## src/gafs_pkg.sv

```systemverilog
package gafs_pkg;
   localparam logic [7:0] ADDR_SEL_C = 8'h8e;
   localparam logic [7:0] ADDR_SEL_D = 8'h8f;
   localparam int SEL_W = 4;
   localparam int P8_LSB = 0;
   localparam int P9_LSB = 4;
   localparam int P10_LSB = 8;
   localparam int P11_LSB = 12;
   localparam int P12_LSB = 0;
   localparam logic [3:0] FN_GPIO = 4'h0;
   localparam logic [3:0] FN_1 = 4'h1;
   localparam logic [3:0] FN_2 = 4'h2;
   localparam logic [3:0] FN_3 = 4'h3;
   localparam logic [3:0] FN_4 = 4'h4;
   // mask defaults, values arbitrary per variant
   localparam logic [15:0] DEF_SEL_C = 16'h0000;
   localparam logic [15:0] DEF_SEL_D = 16'h0000;
endpackage

```

## src/gafs_pin_role.sv

```systemverilog
`timescale 1ns/1ns
// one pin: routes internal outputs or fans the pin input out by selector
module gafs_pin_role (
   input wire logic [3:0] sel,
   input wire logic pinIn,
   input wire logic gpioOut,
   input wire logic gpioOe,
   input wire logic [3:0] altOut,
   input wire logic [3:0] altIsOut,
   output logic pinOut,
   output logic pinOe,
   output logic [3:0] roleIn
);
   wire logic altSel;
   wire logic [1:0] idx;
   // codes 1..4 select a role; others stay general purpose
   assign altSel = (sel >= gafs_pkg::FN_1) && (sel <= gafs_pkg::FN_4);
   assign idx = 2'(sel - gafs_pkg::FN_1);
   assign pinOut = (altSel && altIsOut[idx]) ? altOut[idx] : gpioOut;
   assign pinOe = altSel ? altIsOut[idx] : gpioOe;
   always_comb begin
      roleIn = 4'h0;
      if (altSel && !altIsOut[idx]) begin
         roleIn[idx] = pinIn;
      end
   end
endmodule

```

## src/gafs_top.sv

```systemverilog
`timescale 1ns/1ns
// function select for pins 8..12
module gafs_top (
   input wire logic clk,
   input wire logic rst,
   input wire logic smReset,
   input wire logic [7:0] addr,
   input wire logic [15:0] wdata,
   input wire logic wr,
   input wire logic rd,
   output logic [15:0] rdata,
   input wire logic [4:0] pinIn,
   output logic [4:0] pinOut,
   output logic [4:0] pinOe,
   input wire logic [4:0] gpioOut,
   input wire logic [4:0] gpioOe,
   input wire logic currentSinkCCtrl,
   input wire logic currentSinkDCtrl,
   input wire logic currentSinkECtrl,
   input wire logic lineAboveBatteryFlag,
   input wire logic chargeIndicator,
   input wire logic lineSwitchState,
   input wire logic clk32k,
   input wire logic supplyFaultN,
   input wire logic batteryFaultN,
   input wire logic memoryResetN,
   input wire logic systemResetN,
   input wire logic adcBitClockOut,
   output logic wakeRequestN,
   output logic powerOffRequest,
   output logic hostAlivePulse,
   output logic seqMask,
   output logic hibernateLevel,
   output logic hibernateEdge,
   output logic manualResetN,
   output logic adcBitClockIn,
   output logic chipReset
);
   logic [15:0] selC_q;
   logic [15:0] selD_q;
   logic [15:0] rdata_q;
   wire logic [3:0] pin8Sel;
   wire logic [3:0] pin9Sel;
   wire logic [3:0] pin10Sel;
   wire logic [3:0] pin11Sel;
   wire logic [3:0] pin12Sel;
   wire logic [3:0] in8;
   wire logic [3:0] in9;
   wire logic [3:0] in12;
   wire logic hitC;
   wire logic hitD;
   wire logic [15:0] rdMux;

   // register decode
   assign hitC = addr == gafs_pkg::ADDR_SEL_C;
   assign hitD = addr == gafs_pkg::ADDR_SEL_D;
   assign rdMux = hitC ? selC_q : (hitD ? selD_q : 16'h0000);
   assign pin8Sel = selC_q[gafs_pkg::P8_LSB +: gafs_pkg::SEL_W];
   assign pin9Sel = selC_q[gafs_pkg::P9_LSB +: gafs_pkg::SEL_W];
   assign pin10Sel = selC_q[gafs_pkg::P10_LSB +: gafs_pkg::SEL_W];
   assign pin11Sel = selC_q[gafs_pkg::P11_LSB +: gafs_pkg::SEL_W];
   assign pin12Sel = selD_q[gafs_pkg::P12_LSB +: gafs_pkg::SEL_W];

   // selectors; power state machine reset restores mask defaults
   always_ff @(posedge clk or posedge rst) begin
      if (rst) begin
         selC_q <= gafs_pkg::DEF_SEL_C;
         selD_q <= gafs_pkg::DEF_SEL_D;
      end else if (smReset) begin
         selC_q <= gafs_pkg::DEF_SEL_C;
         selD_q <= gafs_pkg::DEF_SEL_D;
      end else if (wr) begin
         if (hitC) begin
            selC_q <= wdata;
         end
         if (hitD) begin
            selD_q <= {12'h000, wdata[3:0]};
         end
      end
   end

   // read data one cycle after strobe
   always_ff @(posedge clk or posedge rst) begin
      if (rst) begin
         rdata_q <= 16'h0000;
      end else begin
         rdata_q <= rd ? rdMux : 16'h0000;
      end
   end
   assign rdata = rdata_q;

   // pin 8: mr_n, bit clock, power-off, edge hibernate / faults, bit clock, system reset
   gafs_pin_role u8 (
      .sel(pin8Sel),
      .pinIn(pinIn[0]),
      .gpioOut(gpioOut[0]),
      .gpioOe(gpioOe[0]),
      .altOut({systemResetN, batteryFaultN, adcBitClockOut, supplyFaultN}),
      .altIsOut(4'h0),
      .pinOut(),
      .pinOe(),
      .roleIn(in8)
   );
   // pin 8 as output uses same codes; a second instance decides output routing
   wire logic p8o;
   wire logic p8e;
   gafs_pin_role u8o (
      .sel(pin8Sel),
      .pinIn(1'b0),
      .gpioOut(gpioOut[0]),
      .gpioOe(gpioOe[0]),
      .altOut({systemResetN, batteryFaultN, adcBitClockOut, supplyFaultN}),
      .altIsOut(4'hf),
      .pinOut(p8o),
      .pinOe(p8e),
      .roleIn()
   );
   // pin 9
   wire logic p9o;
   wire logic p9e;
   gafs_pin_role u9 (
      .sel(pin9Sel),
      .pinIn(pinIn[1]),
      .gpioOut(gpioOut[1]),
      .gpioOe(gpioOe[1]),
      .altOut({memoryResetN, batteryFaultN, lineAboveBatteryFlag, supplyFaultN}),
      .altIsOut(4'hf),
      .pinOut(p9o),
      .pinOe(p9e),
      .roleIn()
   );
   gafs_pin_role u9i (
      .sel(pin9Sel),
      .pinIn(pinIn[1]),
      .gpioOut(1'b0),
      .gpioOe(1'b0),
      .altOut(4'h0),
      .altIsOut(4'h0),
      .pinOut(),
      .pinOe(),
      .roleIn(in9)
   );
   // pins 10 and 11 drive on codes 1..3; their input roles read the pin level itself
   wire logic p10o;
   wire logic p10e;
   wire logic p11o;
   wire logic p11e;
   gafs_pin_role u10 (
      .sel(pin10Sel),
      .pinIn(pinIn[2]),
      .gpioOut(gpioOut[2]),
      .gpioOe(gpioOe[2]),
      .altOut({1'b0, chargeIndicator, lineAboveBatteryFlag, currentSinkCCtrl}),
      .altIsOut(4'h7),
      .pinOut(p10o),
      .pinOe(p10e),
      .roleIn()
   );
   gafs_pin_role u11 (
      .sel(pin11Sel),
      .pinIn(pinIn[3]),
      .gpioOut(gpioOut[3]),
      .gpioOe(gpioOe[3]),
      .altOut({1'b0, chargeIndicator, lineAboveBatteryFlag, currentSinkDCtrl}),
      .altIsOut(4'h7),
      .pinOut(p11o),
      .pinOe(p11e),
      .roleIn()
   );
   // pin 12
   wire logic p12o;
   wire logic p12e;
   gafs_pin_role u12 (
      .sel(pin12Sel),
      .pinIn(pinIn[4]),
      .gpioOut(gpioOut[4]),
      .gpioOe(gpioOe[4]),
      .altOut({clk32k, lineSwitchState, lineAboveBatteryFlag, currentSinkECtrl}),
      .altIsOut(4'hf),
      .pinOut(p12o),
      .pinOe(p12e),
      .roleIn()
   );
   gafs_pin_role u12i (
      .sel(pin12Sel),
      .pinIn(pinIn[4]),
      .gpioOut(1'b0),
      .gpioOe(1'b0),
      .altOut(4'h0),
      .altIsOut(4'h0),
      .pinOut(),
      .pinOe(),
      .roleIn(in12)
   );

   // pin drive: pins 8, 9, 12 share codes between directions; gpio direction decides
   wire logic p8Alt;
   wire logic p9Alt;
   wire logic p12Alt;
   assign p8Alt = gpioOe[0];
   assign p9Alt = gpioOe[1];
   assign p12Alt = gpioOe[4];
   assign pinOut = {p12o, p11o, p10o, p9o, p8o};
   assign pinOe = {p12Alt ? p12e : 1'b0, p11e, p10e, p9Alt ? p9e : 1'b0, p8Alt ? p8e : 1'b0};

   // internal inputs of pins 8, 9, 12, gated so a pin driven as output does not feed a role; pins 10 and 11 feed theirs ungated
   wire logic in8En;
   wire logic in9En;
   wire logic in12En;
   assign in8En = !gpioOe[0];
   assign in9En = !gpioOe[1];
   assign in12En = !gpioOe[4];
   assign manualResetN = !(in8En && pin8Sel == gafs_pkg::FN_1 && !in8[0]);
   assign adcBitClockIn = in8En && in8[1];
   assign hibernateEdge = in8En && in8[3];
   assign hostAlivePulse = in9En && in9[0];
   assign seqMask = in9En && in9[1];
   assign hibernateLevel = in9En && in9[3];
   assign powerOffRequest = (in8En && in8[2]) || (in9En && in9[2]) || (pin10Sel == gafs_pkg::FN_3 && pinIn[2]);
   assign wakeRequestN = !(pin11Sel == gafs_pkg::FN_2 && !pinIn[3]);
   assign chipReset = in12En && in12[0];

   // checks
   selRestore_a: assert property (@(posedge clk) disable iff (rst)
      smReset |=> (selC_q == gafs_pkg::DEF_SEL_C && selD_q == gafs_pkg::DEF_SEL_D))
      else $error("selectors not restored");
   readBack_a: assert property (@(posedge clk) disable iff (rst)
      (wr && hitC && !smReset) ##1 (rd && hitC && !wr) |=> rdata == $past(selC_q))
      else $error("select c readback wrong");
   pin12Sink_a: assert property (@(posedge clk) disable iff (rst)
      (pin12Sel == gafs_pkg::FN_1 && gpioOe[4]) |-> (pinOe[4] && pinOut[4] == currentSinkECtrl))
      else $error("pin12 sink not routed");
   pin11Wake_a: assert property (@(posedge clk) disable iff (rst)
      pin11Sel == gafs_pkg::FN_2 |-> (wakeRequestN == pinIn[3] && pinOe[3]))
      else $error("wake not routed");
   pin10Sink_a: assert property (@(posedge clk) disable iff (rst)
      pin10Sel == gafs_pkg::FN_1 |-> (pinOe[2] && pinOut[2] == currentSinkCCtrl))
      else $error("sink c not routed");
   pin9Hib_a: assert property (@(posedge clk) disable iff (rst)
      (pin9Sel == gafs_pkg::FN_4 && !gpioOe[1]) |-> hibernateLevel == pinIn[1])
      else $error("hibernate level wrong");
   pin9Mem_a: assert property (@(posedge clk) disable iff (rst)
      (pin9Sel == gafs_pkg::FN_4 && gpioOe[1]) |-> pinOut[1] == memoryResetN)
      else $error("memory reset not routed");
   pin8Mr_a: assert property (@(posedge clk) disable iff (rst)
      (pin8Sel == gafs_pkg::FN_1 && !gpioOe[0]) |-> manualResetN == pinIn[0])
      else $error("manual reset wrong");
   unassigned_a: assert property (@(posedge clk) disable iff (rst)
      pin8Sel > gafs_pkg::FN_4 |-> (pinOut[0] == gpioOut[0] && pinOe[0] == gpioOe[0]))
      else $error("unassigned code not gpio");
   // register side checks
   selDUpper_a: assert property (@(posedge clk) disable iff (rst)
      (wr && hitD && !smReset) |=> selD_q[15:gafs_pkg::SEL_W] == '0)
      else $error("select d upper bits kept");
   rdIdle_a: assert property (@(posedge clk) disable iff (rst)
      !rd |=> rdata == 16'h0000)
      else $error("read data not idle");
   smWins_a: assert property (@(posedge clk) disable iff (rst)
      (smReset && wr) |=> (selC_q == gafs_pkg::DEF_SEL_C && selD_q == gafs_pkg::DEF_SEL_D))
      else $error("write beat state machine reset");
   // routing checks per role
   pin12Reset_a: assert property (@(posedge clk) disable iff (rst)
      (pin12Sel == gafs_pkg::FN_1 && !gpioOe[4]) |-> chipReset == pinIn[4])
      else $error("chip reset not routed");
   pin12Clk_a: assert property (@(posedge clk) disable iff (rst)
      (pin12Sel == gafs_pkg::FN_4 && gpioOe[4]) |-> (pinOe[4] && pinOut[4] == clk32k))
      else $error("pin12 clock not routed");
   pin11SinkD_a: assert property (@(posedge clk) disable iff (rst)
      pin11Sel == gafs_pkg::FN_1 |-> (pinOe[3] && pinOut[3] == currentSinkDCtrl))
      else $error("sink d not routed");
   pin10Charge_a: assert property (@(posedge clk) disable iff (rst)
      pin10Sel == gafs_pkg::FN_3 |-> (pinOe[2] && pinOut[2] == chargeIndicator))
      else $error("charge indicator not routed");
   pin10Off_a: assert property (@(posedge clk) disable iff (rst)
      (pin10Sel == gafs_pkg::FN_3 && pinIn[2]) |-> powerOffRequest)
      else $error("pin10 power-off lost");
   pin9Alive_a: assert property (@(posedge clk) disable iff (rst)
      (pin9Sel == gafs_pkg::FN_1 && !gpioOe[1]) |-> hostAlivePulse == pinIn[1])
      else $error("host alive not routed");
   pin9Mask_a: assert property (@(posedge clk) disable iff (rst)
      (pin9Sel == gafs_pkg::FN_2 && !gpioOe[1]) |-> seqMask == pinIn[1])
      else $error("sequencing mask not routed");
   pin9Line_a: assert property (@(posedge clk) disable iff (rst)
      (pin9Sel == gafs_pkg::FN_2 && gpioOe[1]) |-> (pinOe[1] && pinOut[1] == lineAboveBatteryFlag))
      else $error("pin9 line flag not routed");
   pin9Fault_a: assert property (@(posedge clk) disable iff (rst)
      (pin9Sel == gafs_pkg::FN_3 && gpioOe[1]) |-> (pinOe[1] && pinOut[1] == batteryFaultN))
      else $error("battery fault not routed");
   pin8Clk_a: assert property (@(posedge clk) disable iff (rst)
      (pin8Sel == gafs_pkg::FN_2 && !gpioOe[0]) |-> adcBitClockIn == pinIn[0])
      else $error("bit clock input wrong");
   pin8Rst_a: assert property (@(posedge clk) disable iff (rst)
      (pin8Sel == gafs_pkg::FN_4 && gpioOe[0]) |-> (pinOe[0] && pinOut[0] == systemResetN))
      else $error("system reset not routed");
   pin8Hib_a: assert property (@(posedge clk) disable iff (rst)
      (pin8Sel == gafs_pkg::FN_4 && !gpioOe[0]) |-> hibernateEdge == pinIn[0])
      else $error("edge hibernate wrong");
   gpio12_a: assert property (@(posedge clk) disable iff (rst)
      pin12Sel > gafs_pkg::FN_4 |-> (pinOut[4] == gpioOut[4] && pinOe[4] == gpioOe[4]))
      else $error("pin12 unassigned not gpio");
   // scenario coverage
   smCov_c: cover property (@(posedge clk) disable iff (rst) smReset ##1 (wr && hitC));
   wakeCov_c: cover property (@(posedge clk) disable iff (rst) pin11Sel == gafs_pkg::FN_2 && !wakeRequestN);
   clkCov_c: cover property (@(posedge clk) disable iff (rst) pin12Sel == gafs_pkg::FN_4 && pinOe[4]);
endmodule
```

## config.mk

```make
export PLATFORM = sky130hd
export DESIGN_NAME = gafs_top
export DESIGN_NICKNAME = d
export VERILOG_FILES = /design/src/gafs_pkg.sv /design/src/gafs_pin_role.sv /design/src/gafs_top.sv
export SDC_FILE = /design/constraint.sdc
export NUM_CORES = 1
export LEC_CHECK = 0
export BUFFER_PORTS_ARGS = -buffer_cell sky130_fd_sc_hd__buf_2
export CORE_MARGIN = 1.5
export CORE_UTILIZATION = 35
export DETAILED_ROUTE_END_ITERATION = 6
export PLACE_DENSITY = 0.61
export SLEW_MARGIN = 20
export SYNTH_ARGS = -nofsm -noshare
export SYNTH_HDL_FRONTEND = slang
export SYNTH_SLANG_ARGS = --single-unit
```

## constraint.sdc

```tcl
create_clock -name clk -period 2.8 [get_ports clk]
set_input_delay 0.42 -clock clk [delete_from_list [all_inputs] [get_ports clk]]
set_output_delay 0.42 -clock clk [all_outputs]
set_load 0.1 [all_outputs]
```

# After elaboration in Yosys (flattened, before gate mapping)

Cells that the tools add are included.

Bits of input ports: 56
Flip-flop bits (word level): 48
Logic and storage cells: 136
Output and inout bits: 35

Equal/unequal tests: 5
$add $sub $neg: 5
Bitwise logic cells: 3
Reductions and logical operators: 45
Order comparisons: 18
Mux-type cells: 57

Operator list:

| cell                                                            | count |
|---|---|
| 2-to-1 mux 16 bit                                               | 9 |
| 2-to-1 mux 1 bit                                                | 30 |
| logical AND 1 bit                                               | 28 |
| binary-select mux 1 bit (select 2 bit)                          | 13 |
| >= comparator 4 x 1 -> 1 bit (second input constant)            | 5 |
| less-or-equal comparator 4 x 3 -> 1 bit (second input constant) | 5 |
| equality test 8 bit (second input constant)                     | 2 |
| < comparator 2 x 3 -> 1 bit (second input constant)             | 5 |
| zero test 1 bit                                                 | 10 |
| subtractor 2 x 1 -> 2 bit (second input constant)               | 5 |
| bitwise AND 4 bit                                               | 2 |
| equality test 4 x 2 -> 1 bit (second input constant)            | 2 |
| 2-to-1 mux 4 bit                                                | 2 |
| demux 1 bit (select 2 bit)                                      | 3 |
| >= comparator 2 x 1 -> 1 bit (second input constant)            | 3 |
| nonzero test 2 bit                                              | 3 |
| equality test 4 x 1 -> 1 bit (second input constant)            | 1 |
| AND reduction 2 bit                                             | 2 |
| logical OR 1 bit                                                | 2 |
| bitwise AND 1 bit                                               | 1 |

# Longest topological paths before layout

Gate-level depths: netlist (run 1).

Depth after elaboration: 10
Gate-level depth with buffers: 6
Gate-level depth less buffers: 5

# By module

Synthesis (run 1) repeated with hierarchy kept, for this count alone.

Cells, all modules: 363
Area, all modules: 3,794.9 µm²

Modules (own cells, without submodules):

| module        | sequential area each (µm²) | area each (µm²) | cells an instance | times used |
|---|---|---|---|---|
| gafs_pin_role | 0.0                        | 255.2           | 26                | 8 |
| gafs_top      | 900.9                      | 1,752.9         | 155               | 1 |

# Worst setup path before layout (run 1)

Ideal clock, no wire load.

Path kind: reg2out
Start: register selC_q[0]
End: output manualResetN
Data required time: 2.380 ns
Arrival time: 3.343 ns
Slack: -0.963 ns
Stages on the path, launching flop included: 6
Buffers on the path: 0
Path through: dfrtp_1 > inv_1 > ha_1 > nor3b_1 > or3_1 > o21ai_0

Word-level cells in the longest chain between the ends: 10
Elaborated cells between the ends (all ways): 20
Classes of those cells: add/sub: 1; order compare: 4; eq/ne: 1; mux: 5; bitwise: 1; reduce/logical: 8

RTL lines:

| what                                                                                                     | RTL line            | source |
|---|---|---|
| from (decl)                                                                                              | gafs_top.sv:39      | `logic [15:0] selC_q;` |
| from (signal assigned)                                                                                   | gafs_top.sv:67      | `selC_q <= gafs_pkg::DEF_SEL_C;` |
| from (signal assigned)                                                                                   | gafs_top.sv:70      | `selC_q <= gafs_pkg::DEF_SEL_C;` |
| from (signal assigned)                                                                                   | gafs_top.sv:74      | `selC_q <= wdata;` |
| subtractor 2 x 1 -> 2 bit                                                                                | gafs_pin_role.sv:18 | `assign idx = 2'(sel - gafs_pkg::FN_1);` |
| < comparator 2 x 3 -> 1 bit (implied by the code) / >= comparator 2 x 1 -> 1 bit (equally long branches) | -                   |  |
| logical AND 1 bit                                                                                        | -                   |  |
| 2-to-1 mux 1 bit                                                                                         | -                   |  |
| demux 1 bit (select 2 bit)                                                                               | -                   |  |
| bitwise AND 4 bit (no line)                                                                              | -                   |  |
| 2-to-1 mux 4 bit                                                                                         | gafs_pin_role.sv:23 | `if (altSel && !altIsOut[idx]) begin` |
| zero test 1 bit                                                                                          | gafs_top.sv:213     | `assign manualResetN = !(in8En && pin8Sel == gafs_pkg::FN_1 && !in8[0]);` |
| logical AND 1 bit *                                                                                      | gafs_top.sv:213     |  |
| zero test 1 bit *                                                                                        | gafs_top.sv:213     |  |
| to (decl)                                                                                                | gafs_top.sv:35      | `output logic manualResetN,` |

Mark *: on every way between the ends. The rest lies on a longest branch, timed or not. The select of a mux whose other input is x is not followed.

# Final worst setup path (run 1)

Ends and elaborated chain as after synthesis.

==> results of run 1 <==
stage by stage:
| step | power (mW) | hold WS (ns) |
|---|---|---|
| 2_1_floorplan | 0.647 | 0.489 |
| 3_3_place_gp | 0.694 | 0.532 |
| 3_5_place_dp | 0.695 | 0.542 |
| 4_1_cts | 1.07 | 0.250 |
| 5_1_grt | 1.11 | 0.287 |
| 6_report | 1.06 | 0.228 |
layout by cell type, fill, tap and decap left out, types with 3 or more instances in the layout:
cell type,netlist,layout
nor2b_1,4,4
nor3_1,3,3
dfrtp_1,36,36
clkbuf_4,0,3
or4_1,8,8
or3_1,4,4
mux2_2,5,5
buf_12,0,4
and2_1,11,11
o31ai_1,8,8
a22o_1,6,6
nand2b_1,30,30
buf_4,11,5
ha_1,23,23
mux2i_1,14,14
buf_2,0,83
mux4_2,3,3
inv_1,14,14
nor3b_1,4,4
clkbuf_8,0,6
nor2_1,3,3
nor4_1,10,9
registers in the layout, summed over array words and instances, names as in the netlist:
name and count:
selD_q 4, rdata 16, selC_q 16
worst paths after layout:
kind                           start           end  slack (ns)  cells after the start
min reg2reg                selC_q[6]      rdata[6]        0.55                      1
max reg2reg                selC_q[4]      rdata[4]        1.78                      2
max in group asynchronous        rst      rdata[2]        2.25                      3
min                              rst     rdata[15]        0.23                      3
max                        selC_q[0]  manualResetN        0.20                      6
min in group clk            wdata[7]     selC_q[7]        0.39                      3
cells by family after synthesis:
kind of cell / after synthesis / synth area share, %
AND/OR/NAND/NOR: 90 / 25.0
flip-flops: 36 / 37.7
multiplexers: 22 / 11.1
buffers and inverters: 32 / 7.39
AO/OA/AOI/OAI: 21 / 6.76
adder cells (fa/ha/maj): 23 / 12.0
routing by layer:
| layer | vias to the layer above | track usage (%) | part of all wire, % |
|---|---|---|---|
| li1 | 960 | - | - |
| met4 | 0 | 3.52 | 0.23 |
| met5 | - | 0 | 0 |
| met3 | 2 | 3.95 | 5.3 |
| met2 | 59 | 26.6 | 48 |
| met1 | 885 | 20.0 | 47 |
final cells by class:
cell class,instances,area (um2)
Sequential cell,36,901
Tap cell,77,96.3
Multi-Input combinational cell,156,1320
Fill cell,636,3440
Inverter,14,52.6
Timing Repair Buffer,95,556
Clock buffer,8,90.1
power by group through the flow:
stage / Sequential [mW] / Clock (mW) / Combinational, mW
after floorplan: 0.530 / 0 / 0.116
after global placement: 0.531 / 0 / 0.164
after detailed placement: 0.531 / 0 / 0.164
after CTS: 0.520 / 0.389 / 0.165
after global routing: 0.520 / 0.413 / 0.176
final: 0.521 / 0.378 / 0.162
repair_timing:
item                                    4_1_cts  5_1_grt
endpoints found under the setup margin        0        4
gates resized for setup                       0        4
hold buffers                                  0        0
hold endpoints to repair                      0        0
worst min-delay path, cell delays in order:
cell and delay, ns:
buf_2 0.10, inv_1 0.04, buf_4 0.39
==> impl_metrics.env, run 1 <==
export IMPL_io_pins=91
export IMPL_cts_sinks=36
export IMPL_hold_violations=0
export IMPL_fin_tns_setup_ns=0
export IMPL_path_cells="inv_1, ha_1, nor3b_1, or3_1, o21ai_2, buf_2"
export IMPL_worst_slew_pin_slew_ns=0.508
export IMPL_fmax_mhz=385
export IMPL_synth_most_common_cell="dfrtp_1"
export IMPL_crit_fanout=6
export IMPL_fin_crit_ns=2.60
export IMPL_gr_usage_all_layers_pct=15.6
export IMPL_cts_setup_buffers=0
export IMPL_ir_drop_uv=150
export IMPL_fin_area_mm2=0.00302
export IMPL_p_comb_share_pct=15.3
export IMPL_setup_viol=0
export IMPL_worst_path_largest_cell_delay_ns=0.46
export IMPL_chipHeight_um=85.6
export IMPL_drt_pass1_iter_count=7
export IMPL_required_ns=2.38
export IMPL_synth_area_leaders="dfrtp_1 (38%), ha_1 (12%), nand2b_1 (7.9%)"
export IMPL_syn_nets=303
export IMPL_finish_utilization_pct=46.7
export IMPL_endpoint_kind="primary output"
export IMPL_start_util_pct=37.0
export IMPL_intPower_mw=0.775
export IMPL_yosysTopAreaCellShare_pct=37.7
export IMPL_grt_pass1_wl_um=9010
export IMPL_synth_edff_count=0
export IMPL_post_place_ws_ns=0.390
export IMPL_post_place_cells=378
export IMPL_power_switching_mw=0.286
export IMPL_cts_tree="built"
export IMPL_p_leak_nw=1.44
export IMPL_cp_start_kind="register"
export IMPL_syn_area_mm2=0.00239
export IMPL_dieArea_mm2=0.00733
export IMPL_crit_type="register to primary output"
export IMPL_maxSlewHeadroom_pct=66.1
export IMPL_synth_cell_type_count=34
export IMPL_yosys_area_top_type="dfrtp_1"
export IMPL_async_flop_share_pct=100
export IMPL_drv_slew=0
export IMPL_hpwlAfterDp_um=4340
export IMPL_drtIter0Drc=77
export IMPL_clock_tree_root_cell="clkbuf_8"
export IMPL_slowest_stage="dfrtp_1"
export IMPL_seqPwrFrac_pct=49.1
export IMPL_ys_warn_count=0
export IMPL_cts_buffer_depth=2
export IMPL_crit_family="buffers and inverters"
export IMPL_routed_via_density=4.94
export IMPL_routedWlPerCell_um=14.5
export IMPL_postPlaceCellArea_mm2=0.00291
export IMPL_final_period_utilization_pct=92.9
export IMPL_die_x_um=85.6
export IMPL_failed_checks="DRC"
export IMPL_cts_htree_levels=2
export IMPL_synthFlopType="dfrtp_1"
export IMPL_cts_buffers=5
export IMPL_antennaDiodeCount=0
export IMPL_pwr_share_clk_pct=35.6
export IMPL_ys_seq_elements=36
export IMPL_antenna_found_initial=0
export IMPL_min_path_type="input port to async pin"
export IMPL_port_buffers=90
export IMPL_fin_cells=386
export IMPL_antenna_left=0
export IMPL_grt_pass1_vias=1866
export IMPL_status="complete, but fails checks"
export IMPL_crit_arrival_ns=2.18
export IMPL_clkTransAtPathRegs_ns=0.07
export IMPL_fin_skew_ns=0.00240
export IMPL_place_congestion=0.770
export IMPL_synthTopCellsByCount="dfrtp_1 (36), nand2b_1 (30), ha_1 (23), inv_1 (14), mux2i_1 (14)"
export IMPL_layout_nets=387
export IMPL_rows=29
export IMPL_drive_above_1_share_pct=37.2
export IMPL_rsz0062_at_grt="false"
export IMPL_drv_cap=0
export IMPL_grt_start_max_net_pins=37
export IMPL_wirelength_um=5610
export IMPL_synth_cells=224
export IMPL_clkLatencyLatePin_ns=0.28
export IMPL_switching_share_pct=26.9
export IMPL_cp_num_buf_inv=2
export IMPL_drc=7
export IMPL_dr_total_vias=1906
export IMPL_synth_area_per_cell_um2=10.7
export IMPL_overflow=0
export IMPL_core_mm2=0.00646
export IMPL_powerDensity_mw_per_mm2=352
export IMPL_area_delta_synth_final_pct=26.3
export IMPL_setup_slack_ns=0.199
export IMPL_yosysSeqAreaShare_pct=37.7
Note: power is estimated with default switching activity, not from simulation.
==> run 2: changes to the inputs <==
Settings changed: CELL_PAD_IN_SITES_DETAIL_PLACEMENT set to 1, CELL_PAD_IN_SITES_GLOBAL_PLACEMENT set to 1, PLACE_DENSITY 0.61 to 0.77.
==> impl_metrics.env, run 2 (synthesized netlist as in run 1, its figures left out) <==
export IMPL_status="complete, but fails checks"
export IMPL_failed_checks="DRC"
export IMPL_rows=29
export IMPL_hpwlAfterDp_um=4970
export IMPL_fmax_mhz=379
export IMPL_cts_buffer_depth=2
export IMPL_intPower_mw=0.744
export IMPL_die_x_um=85.6
export IMPL_path_cells="inv_1, ha_1, nor3b_1, or3_1, o21ai_2, buf_2"
export IMPL_worst_path_largest_cell_delay_ns=0.47
export IMPL_setup_viol=0
export IMPL_port_buffers=90
export IMPL_grt_util_met2_pct=33.4
export IMPL_ir_drop_uv=183
export IMPL_required_ns=2.38
export IMPL_cts_tree="built"
export IMPL_final_cell_mix="buf_2 (83), dfrtp_1 (36), nand2b_1 (30)"
export IMPL_use_met1_pct=21.2
export IMPL_powerDensity_mw_per_mm2=346
export IMPL_io_pins=91
export IMPL_final_period_utilization_pct=94.2
export IMPL_crit_fanout=6
export IMPL_dr_total_vias=1968
export IMPL_drive_above_1_share_pct=37.3
export IMPL_grt_pass1_vias=2043
export IMPL_cp_num_buf_inv=2
export IMPL_cp_start_kind="register"
export IMPL_drc=6
export IMPL_grt_busiest_layer="met2"
export IMPL_crit_arrival_ns=2.22
export IMPL_post_place_cells=378
export IMPL_switching_share_pct=28.5
export IMPL_overflow=0
export IMPL_power_switching_mw=0.296
export IMPL_layout_nets=387
export IMPL_crit_type="register to primary output"
export IMPL_slowest_stage="dfrtp_1"
export IMPL_routedWlPerCell_um=16.4
export IMPL_cts_sinks=36
export IMPL_antenna_left=0
export IMPL_clock_tree_root_cell="clkbuf_8"
export IMPL_start_util_pct=37.0
export IMPL_grt_pass1_wl_um=10200
export IMPL_pwr_share_clk_pct=34.0
export IMPL_drv_slew=0
export IMPL_antennaDiodeCount=0
export IMPL_fill_cells=743
export IMPL_wirelength_um=6330
export IMPL_worst_slew_pin_slew_ns=0.542
export IMPL_cts_buffers=5
export IMPL_fin_cells=385
export IMPL_area_delta_synth_final_pct=25.8
export IMPL_cts_setup_buffers=0
export IMPL_hold_violations=0
export IMPL_antenna_found_initial=0
export IMPL_fin_crit_ns=2.64
export IMPL_core_mm2=0.00646
export IMPL_drt_pass1_iter_count=6
export IMPL_endpoint_kind="primary output"
export IMPL_rsz0062_at_grt="false"
export IMPL_place_congestion=0.771
export IMPL_hold_buffers=0
export IMPL_grt_start_max_net_pins=37
export IMPL_met3_usage_pct=3.18
export IMPL_fin_skew_ns=0.00692
export IMPL_crit_family="buffers and inverters"
export IMPL_seqPwrFrac_pct=50.1
export IMPL_layout_commonest_cell="buf_2"
export IMPL_gr_usage_all_layers_pct=17.8
export IMPL_dieArea_mm2=0.00733
export IMPL_fin_tns_setup_ns=0
export IMPL_drv_cap=0
export IMPL_routed_via_density=5.11
export IMPL_clkTransAtPathRegs_ns=0.08
export IMPL_p_leak_nw=1.44
export IMPL_maxSlewHeadroom_pct=63.6
export IMPL_chipHeight_um=85.6
export IMPL_min_path_type="input port to async pin"
export IMPL_drtIter0Drc=78
export IMPL_cts_htree_levels=2
export IMPL_p_comb_share_pct=15.9
export IMPL_clkLatencyLatePin_ns=0.29
[run 2: changes by cell type in the layout (fill, tap and decap cells not counted)]
cell and delta:
clkbuf_8 -1, clkbuf_1 -1, clkinv_2 +1
[run 2: worst reg2reg max path, delay by kind of cell (launching register included)]
kind	cells	cell delay (ns)
flip-flops	1	0.45
buffers and inverters	1	0.14
AND/OR/NAND/NOR	1	0.30
[run 2: per-stage QoR]
step	hold slack [ns]	worst slack (ns)	cell area [um2]	total power, mW	utilization (%)
2_1_floorplan	0.489	0.301	2390	0.647	-
6_report	0.231	0.161	3000	1.04	46.5
3_3_place_gp	0.525	0.429	2910	0.694	45.1
3_5_place_dp	0.524	0.370	2910	0.698	45.1
5_1_grt	0.276	0.0159	3000	1.08	46.5
4_1_cts	0.253	0.0577	2990	1.05	46.3
[run 2: path summary, 6_finish.rpt]
kind                       startpoint      endpoint  slack (ns)  cells past startpoint
max reg2reg                 selC_q[4]      rdata[4]        1.82                      2
min in group clk            wdata[15]    selC_q[15]        0.39                      3
min                               rst     rdata[14]        0.23                      3
min reg2reg                 selD_q[3]      rdata[3]        0.54                      1
max                         selC_q[0]  manualResetN        0.16                      6
max in group asynchronous         rst     selD_q[3]        2.24                      3
[run 2: area by class of cell]
cell class                      count  area, um2  share of cell area (%)
Clock buffer                        6       72.6                    2.42
Clock inverter                      1       5.00                   0.167
Inverter                           14       52.6                    1.75
Multi-Input combinational cell    156       1320                    44.0
Sequential cell                    36        901                    30.0
Tap cell                           77       96.3                    3.21
Timing Repair Buffer               95        556                    18.5
[run 2: timing repair]
action,CTS,global route
hold endpoints to repair,0,0
gates resized for setup,0,4
setup endpoints to repair,0,7
[run 2: metal layers]
metal  part of all wire, %  up-vias  routed length (um)
met5                     0        -                   0
met1                    42      963                2640
li1                      -      949                   -
met3                   3.7        7                 231
met4                  0.96        0                  61
met2                    54       49                3390
[run 2: power groups by stage]
stage | combinational (mW) | sequential [mW] | clock, mW
6_report | 0.165 | 0.520 | 0.354
5_1_grt | 0.178 | 0.520 | 0.381
4_1_cts | 0.168 | 0.520 | 0.358
3_5_place_dp | 0.167 | 0.531 | 0
3_3_place_gp | 0.164 | 0.530 | 0
2_1_floorplan | 0.116 | 0.530 | 0
==> run 3: changes to the inputs <==
Settings changed: CELL_PAD_IN_SITES_DETAIL_PLACEMENT 1 to 0.
Clock period 2.8 ns to 2.55 ns, I/O delays scaled along.
==> impl_metrics.env, run 3 (synthesized netlist as in run 1, its figures left out) <==
export IMPL_antennaDiodeCount=0
export IMPL_antenna_left=0
export IMPL_fin_crit_ns=2.45
export IMPL_start_util_pct=37.0
export IMPL_rrSetupSlack_ns=1.63
export IMPL_grt_pass1_vias=1951
export IMPL_p_leak_nw=1.48
export IMPL_cts_tree="built"
export IMPL_fin_cells=387
export IMPL_worst_slew_pin_slew_ns=0.507
export IMPL_multi_input_area_mm2=0.00135
export IMPL_drive_above_1_share_pct=40.3
export IMPL_area_delta_synth_final_pct=30.4
export IMPL_grt_start_max_net_pins=37
export IMPL_drv_cap=0
export IMPL_chipHeight_um=85.6
export IMPL_wirelength_um=5700
export IMPL_dr_total_vias=1949
export IMPL_powerDensity_mw_per_mm2=365
export IMPL_clkLatencyLatePin_ns=0.29
export IMPL_slowest_stage="buf_2"
export IMPL_routedWlPerCell_um=14.7
export IMPL_hold_violations=0
export IMPL_fin_tns_setup_ns=0
export IMPL_ir_drop_uv=199
export IMPL_worst_path_largest_cell_delay_ns=0.42
export IMPL_io_pins=91
export IMPL_cts_buffer_depth=2
export IMPL_drv_slew=0
export IMPL_routed_via_density=5.04
export IMPL_endpoint_kind="primary output"
export IMPL_cts_sinks=36
export IMPL_fmax_mhz=408
export IMPL_layout_commonest_cell="buf_2"
export IMPL_port_buffers=90
export IMPL_die_x_um=85.6
export IMPL_seq_area_um2=903
export IMPL_status="complete, but fails checks"
export IMPL_cts_buffers=5
export IMPL_setup_viol=0
export IMPL_final_period_utilization_pct=96.2
export IMPL_drtIter0Drc=64
export IMPL_maxSlewHeadroom_pct=66.2
export IMPL_crit_fanout=6
export IMPL_required_ns=2.17
export IMPL_cp_start_kind="register"
export IMPL_dieArea_mm2=0.00733
export IMPL_fin_skew_ns=0.00861
export IMPL_hpwlAfterDp_um=4350
export IMPL_layout_nets=389
export IMPL_antenna_found_initial=0
export IMPL_drt_pass1_iter_count=7
export IMPL_failed_checks="DRC"
export IMPL_hold_buffers=0
export IMPL_clock_tree_root_cell="clkbuf_8"
export IMPL_crit_arrival_ns=2.07
export IMPL_place_congestion=0.747
export IMPL_crit_type="register to primary output"
export IMPL_overflow=0
export IMPL_min_path_type="input port to async pin"
export IMPL_grt_pass1_wl_um=9160
export IMPL_fill_cells=611
export IMPL_cts_htree_levels=2
export IMPL_post_place_cells=379
export IMPL_path_cells="inv_1, ha_1, nor3b_1, or3_1, a22o_1, buf_2"
export IMPL_rows=29
export IMPL_gr_usage_all_layers_pct=15.9
export IMPL_drc=5
export IMPL_rsz0062_at_grt="false"
export IMPL_clkTransAtPathRegs_ns=0.07
export IMPL_final_cell_mix="buf_2 (78), dfrtp_1 (34), nand2b_1 (30)"
export IMPL_core_mm2=0.00646
run 3: final timing paths:
path                       cells after the start          to       start
max                                            6    pinOe[3]  selC_q[12]
min                                            3  selC_q[15]         rst
max reg2reg                                    2   rdata[12]  selC_q[12]
min reg2reg                                    1    rdata[1]   selD_q[1]
max in group asynchronous                      3   selC_q[0]         rst
min in group clk                               3  selC_q[11]   wdata[11]
run 3: area by class of cell:
| class | instances | area share (%) |
|---|---|---|
| Clock inverter | 1 | 0.161 |
| Timing Repair Buffer | 97 | 20.4 |
| Sequential cell | 36 | 29.0 |
| Clock buffer | 6 | 2.33 |
| Inverter | 14 | 1.69 |
| Tap cell | 77 | 3.09 |
| Multi-Input combinational cell | 156 | 43.3 |
run 3: layer usage:
metal / routed length [um] / part of all wire, % / track usage (%)
met2: 2990 / 52 / 28.8
met3: 253 / 4.4 / 3.27
met1: 2380 / 42 / 18.7
met4: 80 / 1.4 / 5.13
met5: 0 / 0 / 0
run 3: power breakdown:
part | total, mW | switching (mW) | internal [mW]
Clock | 0.382 | 0.197 | 0.186
Sequential | 0.572 | 0.000496 | 0.571
Combinational | 0.185 | 0.121 | 0.0641
Total | 1.14 | 0.318 | 0.821
run 3: through the flow:
step | total power [mW] | instance area, um2 | setup WS, ns | hold slack (ns) | util, %
2_1_floorplan | 0.710 | 2390 | 0.0884 | 0.489 | -
3_3_place_gp | 0.766 | 2980 | 0.280 | 0.509 | 46.1
6_report | 1.14 | 3120 | 0.0969 | 0.193 | 48.2
4_1_cts | 1.15 | 3070 | 0.0194 | 0.202 | 47.5
3_5_place_dp | 0.767 | 2980 | 0.221 | 0.513 | 46.1
5_1_grt | 1.19 | 3120 | 0.00905 | 0.223 | 48.2
run 3: what timing repair did:
item                                    4_1_cts  5_1_grt
setup buffers                                 0        1
hold endpoints to repair                      0        0
endpoints found under the setup margin        5       12
gates resized for setup                       2       13
pin swaps                                     0        2
run 3: worst max-delay path, delay by kind of cell (launching register included):
kind | cells | cell delay, ns
compound gates | 1 | 0.11
fa+ha+maj | 1 | 0.19
buf+inv | 2 | 0.58
flops | 1 | 0.40
simple gates | 2 | 0.50
